===== src/fcac_map.vh =====
`ifndef FCAC_MAP_VH
`define FCAC_MAP_VH
`define FCAC_UNLOCK1_ADDR 19'h00555
`define FCAC_UNLOCK1_DATA 8'hAA
`define FCAC_UNLOCK2_ADDR 19'h002AA
`define FCAC_UNLOCK2_DATA 8'h55
`define FCAC_IDENT_CMD    8'h90
`define FCAC_RESET_CMD    8'hF0
`define FCAC_SECT_MSB     18
`define FCAC_SECT_LSB     16
`define FCAC_ID_MANUF     8'h00
`define FCAC_ID_DEVICE    8'h01
`define FCAC_ID_PROT      8'h02
`define FCAC_ID_CONT      8'h03
`define FCAC_PROT_YES     8'h01
`define FCAC_PULSE_NS     80
`define FCAC_CLK_NS       40
`define FCAC_PULSE_CYC    ((`FCAC_PULSE_NS + `FCAC_CLK_NS - 1) / `FCAC_CLK_NS)
`define FCAC_SYNC_CYC     8'h02
`endif


===== src/fcac_host.v =====
`timescale 1ns/1ps
`include "fcac_map.vh"
// ==========================================
// Host controller: drives flash strobes for reads, identifier entry and reset.
module fcac_host #(
  parameter PULSE_CYC = `FCAC_PULSE_CYC // Strobe phase length in clocks.
) (
  input  wire        clk,                    // System clock, 25 MHz.
  input  wire        arst_n,                 // Asynchronous reset, active low.
  input  wire        rd_req,                 // Request array or identifier read.
  input  wire [18:0] rd_addr,                // Read address.
  input  wire        id_req,                 // Request in-system identifier entry.
  input  wire        rst_req,                // Request reset command.
  input  wire        pin_id_req,             // Request pin-method identifier read.
  input  wire [1:0]  pin_id_sel,             // Identifier select for pin method.
  input  wire [2:0]  pin_id_sect,            // Sector for pin method protection read.
  input  wire        timeout_error_flag,     // Status bit from flash, asynchronous.
  output wire        req_ready,              // Host idle and able to take a request.
  output reg         rd_valid,               // Read data valid pulse.
  output reg  [7:0]  rd_data,                // Read data.
  output reg         id_mode,                // Flash believed to be in identifier mode.
  output reg         prot_bit,               // Last protection read said protected.
  output reg  [18:0] fl_addr,                // Flash address pins.
  output reg         id_voltage_address_bit, // High-voltage qualifier on address bit 9.
  output reg         fl_ce_n,                // Flash chip select, active low.
  output reg         fl_we_n,                // Flash write strobe, active low.
  output reg         fl_oe_n,                // Flash output enable, active low.
  output reg  [7:0]  fl_dq_o,                // Data to flash.
  output reg         fl_dq_oe,               // Data output enable, high while driving.
  input  wire [7:0]  fl_dq_i                 // Data from flash.
);
  localparam [5:0] S_IDLE = 6'h01, S_WSET = 6'h02, S_WLOW = 6'h04;
  localparam [5:0] S_WHI  = 6'h08, S_RLOW = 6'h10, S_RHI  = 6'h20;
  reg [5:0]  state_reg;
  reg [7:0]  cnt_reg;
  reg [2:0]  step_reg;
  reg [2:0]  last_reg;
  reg        pinrd_reg;
  reg        err_s1_reg;
  reg        err_s2_reg;
  reg        err_d_reg;
  reg        err_pend_reg;
  reg [7:0]  dq_s1_reg;
  reg [7:0]  dq_s2_reg;
  reg [2:0]  step_next;
  wire [26:0] rom_word;
  wire        cnt_done = (cnt_reg == 8'h00);
  wire        err_rise = err_s2_reg & ~err_d_reg;

  // The table is fed the next step, so its registered word is ready when the write is set up.
  fcac_seq_rom i_fcac_seq_rom (
    .clk    (clk),
    .arst_n (arst_n),
    .idx    (step_next),
    .word   (rom_word)
  );

  // ==========================================
  // Two-flop synchroniser for the asynchronous error flag.
  always @(posedge clk or negedge arst_n) begin
    if (!arst_n) begin
      err_s1_reg <= 1'b0;
      err_s2_reg <= 1'b0;
    end else begin
      err_s1_reg <= timeout_error_flag;
      err_s2_reg <= err_s1_reg;
    end
  end

  // Edge detector and pending flag for the error. The detector resets to the idle level
  // of the pin, so no false edge follows reset. A flag held high asks for one reset
  // command only, not a stream of them that would lock out every other request.
  always @(posedge clk or negedge arst_n) begin
    if (!arst_n) begin
      err_d_reg    <= 1'b0;
      err_pend_reg <= 1'b0;
    end else begin
      err_d_reg <= err_s2_reg;
      // A new edge wins over the clear, so an error is never lost.
      if (err_rise) begin
        err_pend_reg <= 1'b1;
      end else if (state_reg == S_IDLE) begin
        err_pend_reg <= 1'b0;
      end
    end
  end

  // ==========================================
  // Two flops on the flash data pins. The read phase is stretched by the same
  // two cycles, so the bus has stood still long before the word is taken.
  always @(posedge clk or negedge arst_n) begin
    if (!arst_n) begin
      dq_s1_reg <= 8'h00;
      dq_s2_reg <= 8'h00;
    end else begin
      dq_s1_reg <= fl_dq_i;
      dq_s2_reg <= dq_s1_reg;
    end
  end

  // ==========================================
  // Next step of a command sequence, with the same priority as the sequencer.
  always @* begin
    step_next = step_reg;
    case (state_reg)
      S_IDLE: begin
        if (rst_req || err_pend_reg) begin
          step_next = 3'h7;
        end else if (id_req) begin
          step_next = 3'h0;
        end
      end
      S_WHI: begin
        if (cnt_done && (step_reg != last_reg)) begin
          step_next = step_reg + 3'h1;
        end
      end
      default: begin
        step_next = step_reg;
      end
    endcase
  end

  assign req_ready = (state_reg == S_IDLE);

  // ==========================================
  // Bus cycle sequencer. Strobes idle high from reset so no write can occur.
  always @(posedge clk or negedge arst_n) begin
    if (!arst_n) begin
      state_reg <= S_IDLE;
      cnt_reg   <= 8'h00;
      step_reg  <= 3'h7;
      last_reg  <= 3'h0;
      pinrd_reg <= 1'b0;
      rd_valid  <= 1'b0;
      rd_data   <= 8'h00;
      id_mode   <= 1'b0;
      prot_bit  <= 1'b0;
      fl_addr   <= 19'h00000;
      id_voltage_address_bit <= 1'b0;
      fl_ce_n   <= 1'b1;
      fl_we_n   <= 1'b1;
      fl_oe_n   <= 1'b1;
      fl_dq_o   <= 8'h00;
      fl_dq_oe  <= 1'b0;
    end else begin
      rd_valid <= 1'b0;
      step_reg <= step_next;
      case (state_reg)
        S_IDLE: begin
          if (rst_req || err_pend_reg) begin
            last_reg  <= 3'h7;     // Reset command, address ignored.
            state_reg <= S_WSET;
          end else if (id_req) begin
            last_reg  <= 3'h2;     // Two unlocks then identifier command.
            state_reg <= S_WSET;
          end else if (pin_id_req) begin
            // Bit 6 low, bits 1..0 select, sector on top bits.
            fl_addr   <= {pin_id_sect, 14'h0000, pin_id_sel};
            id_voltage_address_bit <= 1'b1;
            pinrd_reg <= (pin_id_sel == `FCAC_ID_PROT);
            cnt_reg   <= PULSE_CYC[7:0] + `FCAC_SYNC_CYC;
            state_reg <= S_RLOW;
          end else if (rd_req) begin
            fl_addr   <= rd_addr;  // In identifier mode low byte selects code.
            pinrd_reg <= id_mode && (rd_addr[7:0] == `FCAC_ID_PROT);
            cnt_reg   <= PULSE_CYC[7:0] + `FCAC_SYNC_CYC;
            state_reg <= S_RLOW;
          end
        end
        S_WSET: begin
          // ROM word valid now; set address before strobes fall.
          fl_addr   <= rom_word[26:8];
          fl_dq_o   <= rom_word[7:0];
          fl_dq_oe  <= 1'b1;
          // Strobes stay high here: changing address and strobes together would race
          // the flash's address latch.
          fl_oe_n   <= 1'b1;       // Output enable high for a write.
          cnt_reg   <= PULSE_CYC[7:0];
          state_reg <= S_WLOW;
        end
        S_WLOW: begin
          if (cnt_done) begin
            fl_we_n   <= 1'b1;     // Data held stable over this rising edge.
            fl_ce_n   <= 1'b1;
            cnt_reg   <= PULSE_CYC[7:0];
            state_reg <= S_WHI;
          end else begin
            // Strobes low for PULSE_CYC cycles; a zero count would skip the write.
            fl_ce_n <= 1'b0;
            fl_we_n <= 1'b0;
            cnt_reg <= cnt_reg - 8'h01; // Wide pulse, far above glitch limit.
          end
        end
        S_WHI: begin
          if (cnt_done) begin
            fl_dq_oe <= 1'b0;
            if (step_reg == last_reg) begin
              id_mode   <= (last_reg == 3'h2); // Stays until reset command.
              state_reg <= S_IDLE;
            end else begin
              state_reg <= S_WSET;   // The table already fetches the next step.
            end
          end else begin
            cnt_reg <= cnt_reg - 8'h01;
          end
        end
        S_RLOW: begin
          fl_dq_oe <= 1'b0;        // Never drive data while reading.
          fl_ce_n  <= 1'b0;
          fl_oe_n  <= 1'b0;
          if (cnt_done) begin
            rd_data  <= dq_s2_reg;
            rd_valid <= 1'b1;
            if (pinrd_reg) begin
              prot_bit <= (dq_s2_reg == `FCAC_PROT_YES);
            end
            fl_oe_n   <= 1'b1;
            fl_ce_n   <= 1'b1;
            cnt_reg   <= PULSE_CYC[7:0];
            state_reg <= S_RHI;
          end else begin
            cnt_reg <= cnt_reg - 8'h01;
          end
        end
        S_RHI: begin
          id_voltage_address_bit <= 1'b0;
          if (cnt_done) begin
            state_reg <= S_IDLE;
          end else begin
            cnt_reg <= cnt_reg - 8'h01;
          end
        end
        default: state_reg <= S_IDLE;
      endcase
    end
  end
endmodule // fcac_host


===== src/fcac_seq_rom.v =====
`timescale 1ns/1ps
`include "fcac_map.vh"
// ==========================================
// Step table for the command sequences; registered output.
module fcac_seq_rom (
  input  wire        clk,    // System clock.
  input  wire        arst_n, // Asynchronous reset, active low.
  input  wire [2:0]  idx,    // Step index.
  output reg  [26:0] word    // Address and data of the step.
);
  // Table is small, so a case statement stands in for a memory array.
  always @(posedge clk or negedge arst_n) begin
    if (!arst_n) begin
      word <= 27'h0000000;
    end else begin
      case (idx)
        3'h0:    word <= {`FCAC_UNLOCK1_ADDR, `FCAC_UNLOCK1_DATA};
        3'h1:    word <= {`FCAC_UNLOCK2_ADDR, `FCAC_UNLOCK2_DATA};
        3'h2:    word <= {`FCAC_UNLOCK1_ADDR, `FCAC_IDENT_CMD};
        default: word <= {19'h00000, `FCAC_RESET_CMD};
      endcase
    end
  end
endmodule // fcac_seq_rom


===== config.mk =====
export PLATFORM = sky130hd
export DESIGN_NAME = fcac_host
export DESIGN_NICKNAME = d
export VERILOG_FILES = /design/src/fcac_host.v /design/src/fcac_seq_rom.v
export VERILOG_INCLUDE_DIRS = /design/src
export SDC_FILE = /design/constraint.sdc
export NUM_CORES = 1
export LEC_CHECK = 0
export ABC_AREA = 1
export BUFFER_PORTS_ARGS = -buffer_cell sky130_fd_sc_hd__buf_2
export CAP_MARGIN = 20
export CORE_MARGIN = 2
export CORE_UTILIZATION = 30
export CTS_BUF_LIST = sky130_fd_sc_hd__clkbuf_8
export CTS_CLUSTER_DIAMETER = 60
export DETAILED_ROUTE_END_ITERATION = 6
export GPL_TIMING_DRIVEN = 0
export PLACE_DENSITY = 0.46
export SLEW_MARGIN = 20
export SYNTH_ARGS = -nofsm -noshare
export SYNTH_HDL_FRONTEND = slang
export SYNTH_HIERARCHICAL = 1
export SYNTH_SLANG_ARGS = --single-unit
export TNS_END_PERCENT = 100

===== constraint.sdc =====
create_clock -name clk -period 2.18 [get_ports clk]
set_clock_uncertainty 0.2 [all_clocks]
set_input_delay 0.327 -clock clk [delete_from_list [all_inputs] [get_ports clk]]
set_output_delay 0.327 -clock clk [all_outputs]
set_load 0.02 [all_outputs]

# ---- Word level (Yosys, flattened, before mapping)
# Cells that the tools add are included.
dict set report totals {
  register_bits 103
  in_bits 39
  out_inout_bits 44
  word_cells 120
}
dict set report op_classes {
  addsub 2
  eq_ne 24
  mux 42
  n_bitwise 4
  reduce_logical 25
}
# cell count
set op_table {}
lappend op_table {{2-to-1 mux 19 bit} 4}
lappend op_table {{case mux 19 bit (3 select lines)} 1}
lappend op_table {{2-to-1 mux 6 bit} 8}
lappend op_table {{2-to-1 mux 8 bit} 6}
lappend op_table {{case mux 19 bit (2 select lines)} 1}
lappend op_table {{case mux 6 bit (6 select lines)} 1}
lappend op_table {{case mux 8 bit (4 select lines)} 1}
lappend op_table {{!= test 2 bit (second input constant)} 8}
lappend op_table {{2-to-1 mux 3 bit} 5}
lappend op_table {{AND reduction 4 bit} 3}
lappend op_table {{nonzero test 2 bit} 6}
lappend op_table {{2-to-1 mux 1 bit} 10}
lappend op_table {{AND reduction 5 bit} 2}
lappend op_table {{== test 8 x 1 -> 1 bit (second input constant)} 1}
lappend op_table {{== test 8 x 2 -> 1 bit (second input constant)} 1}
lappend op_table {{logical NOT 8 bit} 1}
lappend op_table {{subtractor 8 x 1 -> 8 bit (second input constant)} 1}
lappend op_table {{== test 3 x 2 -> 1 bit (second input constant)} 2}
lappend op_table {{== test 6 x 1 -> 1 bit (second input constant)} 1}
lappend op_table {{== test 6 x 2 -> 1 bit (second input constant)} 1}
lappend op_table {{== test 6 x 3 -> 1 bit (second input constant)} 1}
lappend op_table {{== test 6 x 4 -> 1 bit (second input constant)} 1}
lappend op_table {{== test 6 x 5 -> 1 bit (second input constant)} 1}
lappend op_table {{== test 6 bit (second input constant)} 1}
lappend op_table {{other kinds (21)} 29}

# ---- Logic depth before layout (Yosys ltp)
dict set report logic_depth {
  word_depth 6
  ltp_mapped 13
  mapped_depth_nobuf 13
}

# ---- Modules after synthesis
# Netlist, hierarchy kept.
# mod instances cells_each area_per_inst_um2 seq_area_each_um2
set modules_own_cells {}
lappend modules_own_cells {fcac_host 1 470 4065.1 2085.8}
lappend modules_own_cells {fcac_seq_rom 1 41 385.4 175.2}

# ---- Worst setup path before layout
# Ideal clock, no wire load.
dict set report synth_path {
  path_type {reg-to-reg}
  startpoint {register step_reg[0]}
  endpoint {register i_fcac_seq_rom.word[5]}
  setup_ns 0.113
  arrival_time_ns 1.623
  required_ns 1.867
  slack_ns 0.244
  path_stages_with_launch 12
  n_path_buf 0
  period_less_slack_ns 1.936
  cell_sequence {dfstp_2 inv_1 o21ai_0 nand3_1 nand2_1 nand2_1 nand3_1 nand3_1 nor2_2 nand2_2 nand2_1 inv_1}
}
dict set report synth_via {
  elab_chain_len 6
  word_cells_on_any_way 11
  classes_between {add/sub (1); eq/ne (3); mux (5); reduce/logical (2)}
}
# element line
set synth_lines {}
lappend synth_lines {{start, declared} fcac_host.v:36} ;# reg [2:0] step_reg;
lappend synth_lines {{start signal, assigned} fcac_host.v:148} ;# step_reg <= step_next;
lappend synth_lines {{branches (longest 2 deep; another with adder 3 x 1 -> 3 bit)} -}
lappend synth_lines {{2-to-1 mux 3 bit (*)} fcac_host.v:114} ;# if (cnt_done && (step_reg != last_reg)) begin
lappend synth_lines {{case mux 3 bit (2 select lines) (*)} fcac_host.v:105} ;# case (state_reg)
lappend synth_lines {{net step_next[1]} fcac_host.v:45} ;# reg [2:0] step_next;
lappend synth_lines {{== test 3 x 2 -> 1 bit, or another cell as far along} fcac_seq_rom.v:16} ;# case (idx)
lappend synth_lines {{case mux 19 bit (3 select lines) (*)} fcac_seq_rom.v:16}
lappend synth_lines {{end signal, assigned} fcac_seq_rom.v:17} ;# 3'h0: word <= {`FCAC_UNLOCK1_ADDR, `FCAC_UNLOCK1_DATA};
lappend synth_lines {{end signal, assigned} fcac_seq_rom.v:18} ;# 3'h1: word <= {`FCAC_UNLOCK2_ADDR, `FCAC_UNLOCK2_DATA};
lappend synth_lines {{end signal, assigned} fcac_seq_rom.v:19} ;# 3'h2: word <= {`FCAC_UNLOCK1_ADDR, `FCAC_IDENT_CMD};
lappend synth_lines {{end, declared} fcac_seq_rom.v:9} ;# output reg [26:0] word
# Mark *: on every way through the listed nets, which the timed path passes.
# A chain may end at the register's enable or synchronous reset.

# ---- Worst setup path after layout
dict set report layout_path {
  startpoint {register state_reg[5]}
  endpoint {output req_ready}
}
dict set report layout_via {
  elab_chain_len 1
}
# element line
set layout_lines {}
lappend layout_lines {{start, declared} fcac_host.v:34} ;# reg [5:0] state_reg;
lappend layout_lines {{start signal, assigned} fcac_host.v:130} ;# state_reg <= S_IDLE;
lappend layout_lines {{start signal, assigned} fcac_host.v:153} ;# state_reg <= S_WSET;
lappend layout_lines {{start signal, assigned} fcac_host.v:156} ;# state_reg <= S_WSET;
lappend layout_lines {{== test 6 x 1 -> 1 bit} fcac_host.v:124} ;# assign req_ready = (state_reg == S_IDLE);
lappend layout_lines {{end, declared} fcac_host.v:18} ;# output wire req_ready,
# Every way passes these cells.

==> metrics.txt <==
library cells used by synthesis 41; I/O Buffers 81; pwr dens 1350 nW/um^2; Post-Syn Instances 511; area leader, netlist dfrtp_1; Syn Std Cell Area 4450 um^2; part of the cycle the worst path needs 0.955; Slowest-stage cell, CP dfrtp_1; worst setup path class reg -> out; final wirelength 10500 um; FF-to-FF path depth 12; num ports 83; WL/cell 12.9 um; CTS tree built; layout cells sized above 1 0.327; Initial Util 0.306; number of global-route vias before repair 3496; critical path data required time 1.65 ns; # setup viols final 0; YS warnings 6; max-cap violations 0; RSZ-0062 raised after global routing no; Antenna Nets Post-Route 0; CP startpoint kind flop; cell mode on critical path nor2_4; GRT Util Overall 0.139; Pwr Total 7.40 mW; Internal 4.02 mW; Crit path arrival time 1.55 ns; H-tree levels 3; drc violations 0; sequential power share 0.344; most frequent cells in the layout nand2_1 (153), buf_2 (84), dfrtp_1 (83); Logic pwr share 0.511; Max Slew Vio Count 0; placed cell count 784; clock-pin slew on the worst setup and hold paths 0.09 ns; worst setup path end req_ready; clk_lat worst skew 0.37 ns; final hold slack 0.115 ns; Seq/Total Area, Yosys 0.508; register-to-register path setup slack 0.20 ns; worst r2r src state_reg[5]; nets 664; most flop-heavy register fl_addr; largest net degree at the start of global routing 53; max FFs per register 19; total grt overflow 0; leading cell type in the layout, fill and taps excluded nand2_1; ANT cells 0; Vias per Instance 4.36; fin cells 811; first-pass GRT wire length 17600 um; Max IR drop VDD 0.000393 V; CTS Buffer Depth 2; Leakage Power 2.92 nW; DP HPWL 7610 um; CP max stage delay 0.43 ns; CP startpoint state_reg[5]; Pre-antenna DRT Iters 4; Worst Hold Class in -> reg; Seq cells post-synth 90; clock buffer count from CTS 9; maximum fanout along the worst path 6; clock power share 0.145; Via Count 3536; net switching power 3.38 mW; Syn-to-layout area delta 23.0%; clk sink count 90; die area 15800 um^2; post-route minimum period 2.08 ns; share of the synthesized area in the top cell type 0.467; CP Capture Type output pin; Sw Ratio 0.457; Die H 126 um; Fill cells 1518; final setup TNS 0 ns; RePlAce Congestion 0.798; Core Rows 44; violation count after the first detailed-route iteration 240; Max Fclk 0.480 GHz; Fin. Hold Viols 0; Syn Area/Cell 8.71 um^2; outcome complete, no violations; Critical R2R Capture i_fcac_seq_rom/word[5]; Core Region 14500 um^2; initial antenna violation count 0; top cells by area, synth dfrtp_1 (47%), nand2_1 (13%), dfstp_2 (4.1%), buf_4 (3.5%), inv_1 (3.5%); die width 126 um; Root Buffer clkbuf_8; crit-path cells nor2_4 > nand2_1 > nor2_4 > buf_2
metal layers:
metal / global-route usage / vias up / part of all wire
li1: - / 1816 / -
met1: 0.182 / 1618 / 0.47
met2: 0.225 / 90 / 0.45
met3: 0.0395 / 12 / 0.060
met4: 0.0407 / 0 / 0.015
met5: 0 / - / 0
critical path, delay by kind of cell, from the launching register on:
family,cells,cell delay [ns]
simple gates,3,0.56
buf+inv,1,0.20
flops,1,0.43
synth_stat cells (all sizes together):
library cell,n
nand2,175
inv,48
nand4,5
nand3b,1
nor4,2
o21bai,2
ha,3
conb,1
nor3,2
o31ai,2
dfrtp,83
buf,30
dfstp,7
xor2,2
clkinv,1
clkbuf,3
o21ai,61
o21a,1
nor2,33
a21boi,1
xnor2,1
or2,2
a21oi,10
nand3,35
repair_timing:
action	CTS	global route
setup buffers	0	1
hold endpoints to repair	47	0
endpoints found under the setup margin	1	8
pin swaps	0	2
resized for setup	3	8
hold buffers	10	0
worst min-delay path by stage:
stage / slack [ns] / cells past startpoint / end / startpoint
after floorplan: -0.17 / 0 / cnt_reg[0] / arst_n
after global placement: 0.13 / 0 / dq_s2_reg[2] / dq_s1_reg[2]
after detailed placement: 0.07 / 1 / fl_addr[8] / arst_n
after CTS: 0.09 / 3 / id_voltage_address_bit / pin_id_req
after global routing: 0.12 / 3 / id_voltage_address_bit / pin_id_req
final: 0.11 / 3 / id_voltage_address_bit / pin_id_req
cells by family after synthesis:
group                      after synthesis  synth area share
AOI/OAI and AO/OA                       77             0.110
DFF                                     90             0.508
buffers and inverters                   82            0.0992
adders and majority gates                3           0.00843
and+or+nand+nor                        255             0.267
other                                    1          0.000843
xor gates and xnor gates                 3           0.00590
layout make-up:
class,instances,area (um^2),share of cell area
inverters,49,184,0.0336
repair buffers,93,547,0.0999
clock inverters,6,43.8,0.00800
plain buffers,33,262,0.0478
flip-flops and latches,90,2260,0.413
multi-input cells,346,1810,0.330
clock buffers,10,138,0.0251
well taps,184,230,0.0421
stage by stage:
step / cell area (um^2) / util / setup WS (ns)
floorplan: 4480 / - / 0.244
global placement: 5110 / 0.352 / -0.346
detailed placement: 5150 / 0.354 / -0.0399
CTS: 5440 / 0.374 / 0.0156
global route: 5470 / 0.377 / 0.00966
finish: 5470 / 0.377 / 0.0986
power by group through the flow:
| stage | clock [mW] | combinational (mW) | sequential [mW] |
|---|---|---|---|
| 2_1_floorplan | 0 | 2.40 | 2.87 |
| 6_report | 1.07 | 3.78 | 2.54 |
| 3_5_place_dp | 0 | 3.70 | 2.58 |
| 4_1_cts | 1.14 | 3.75 | 2.55 |
| 5_1_grt | 1.20 | 4.26 | 2.62 |
| 3_3_place_gp | 0 | 3.67 | 2.58 |
(Power assumes the default switching activity.)
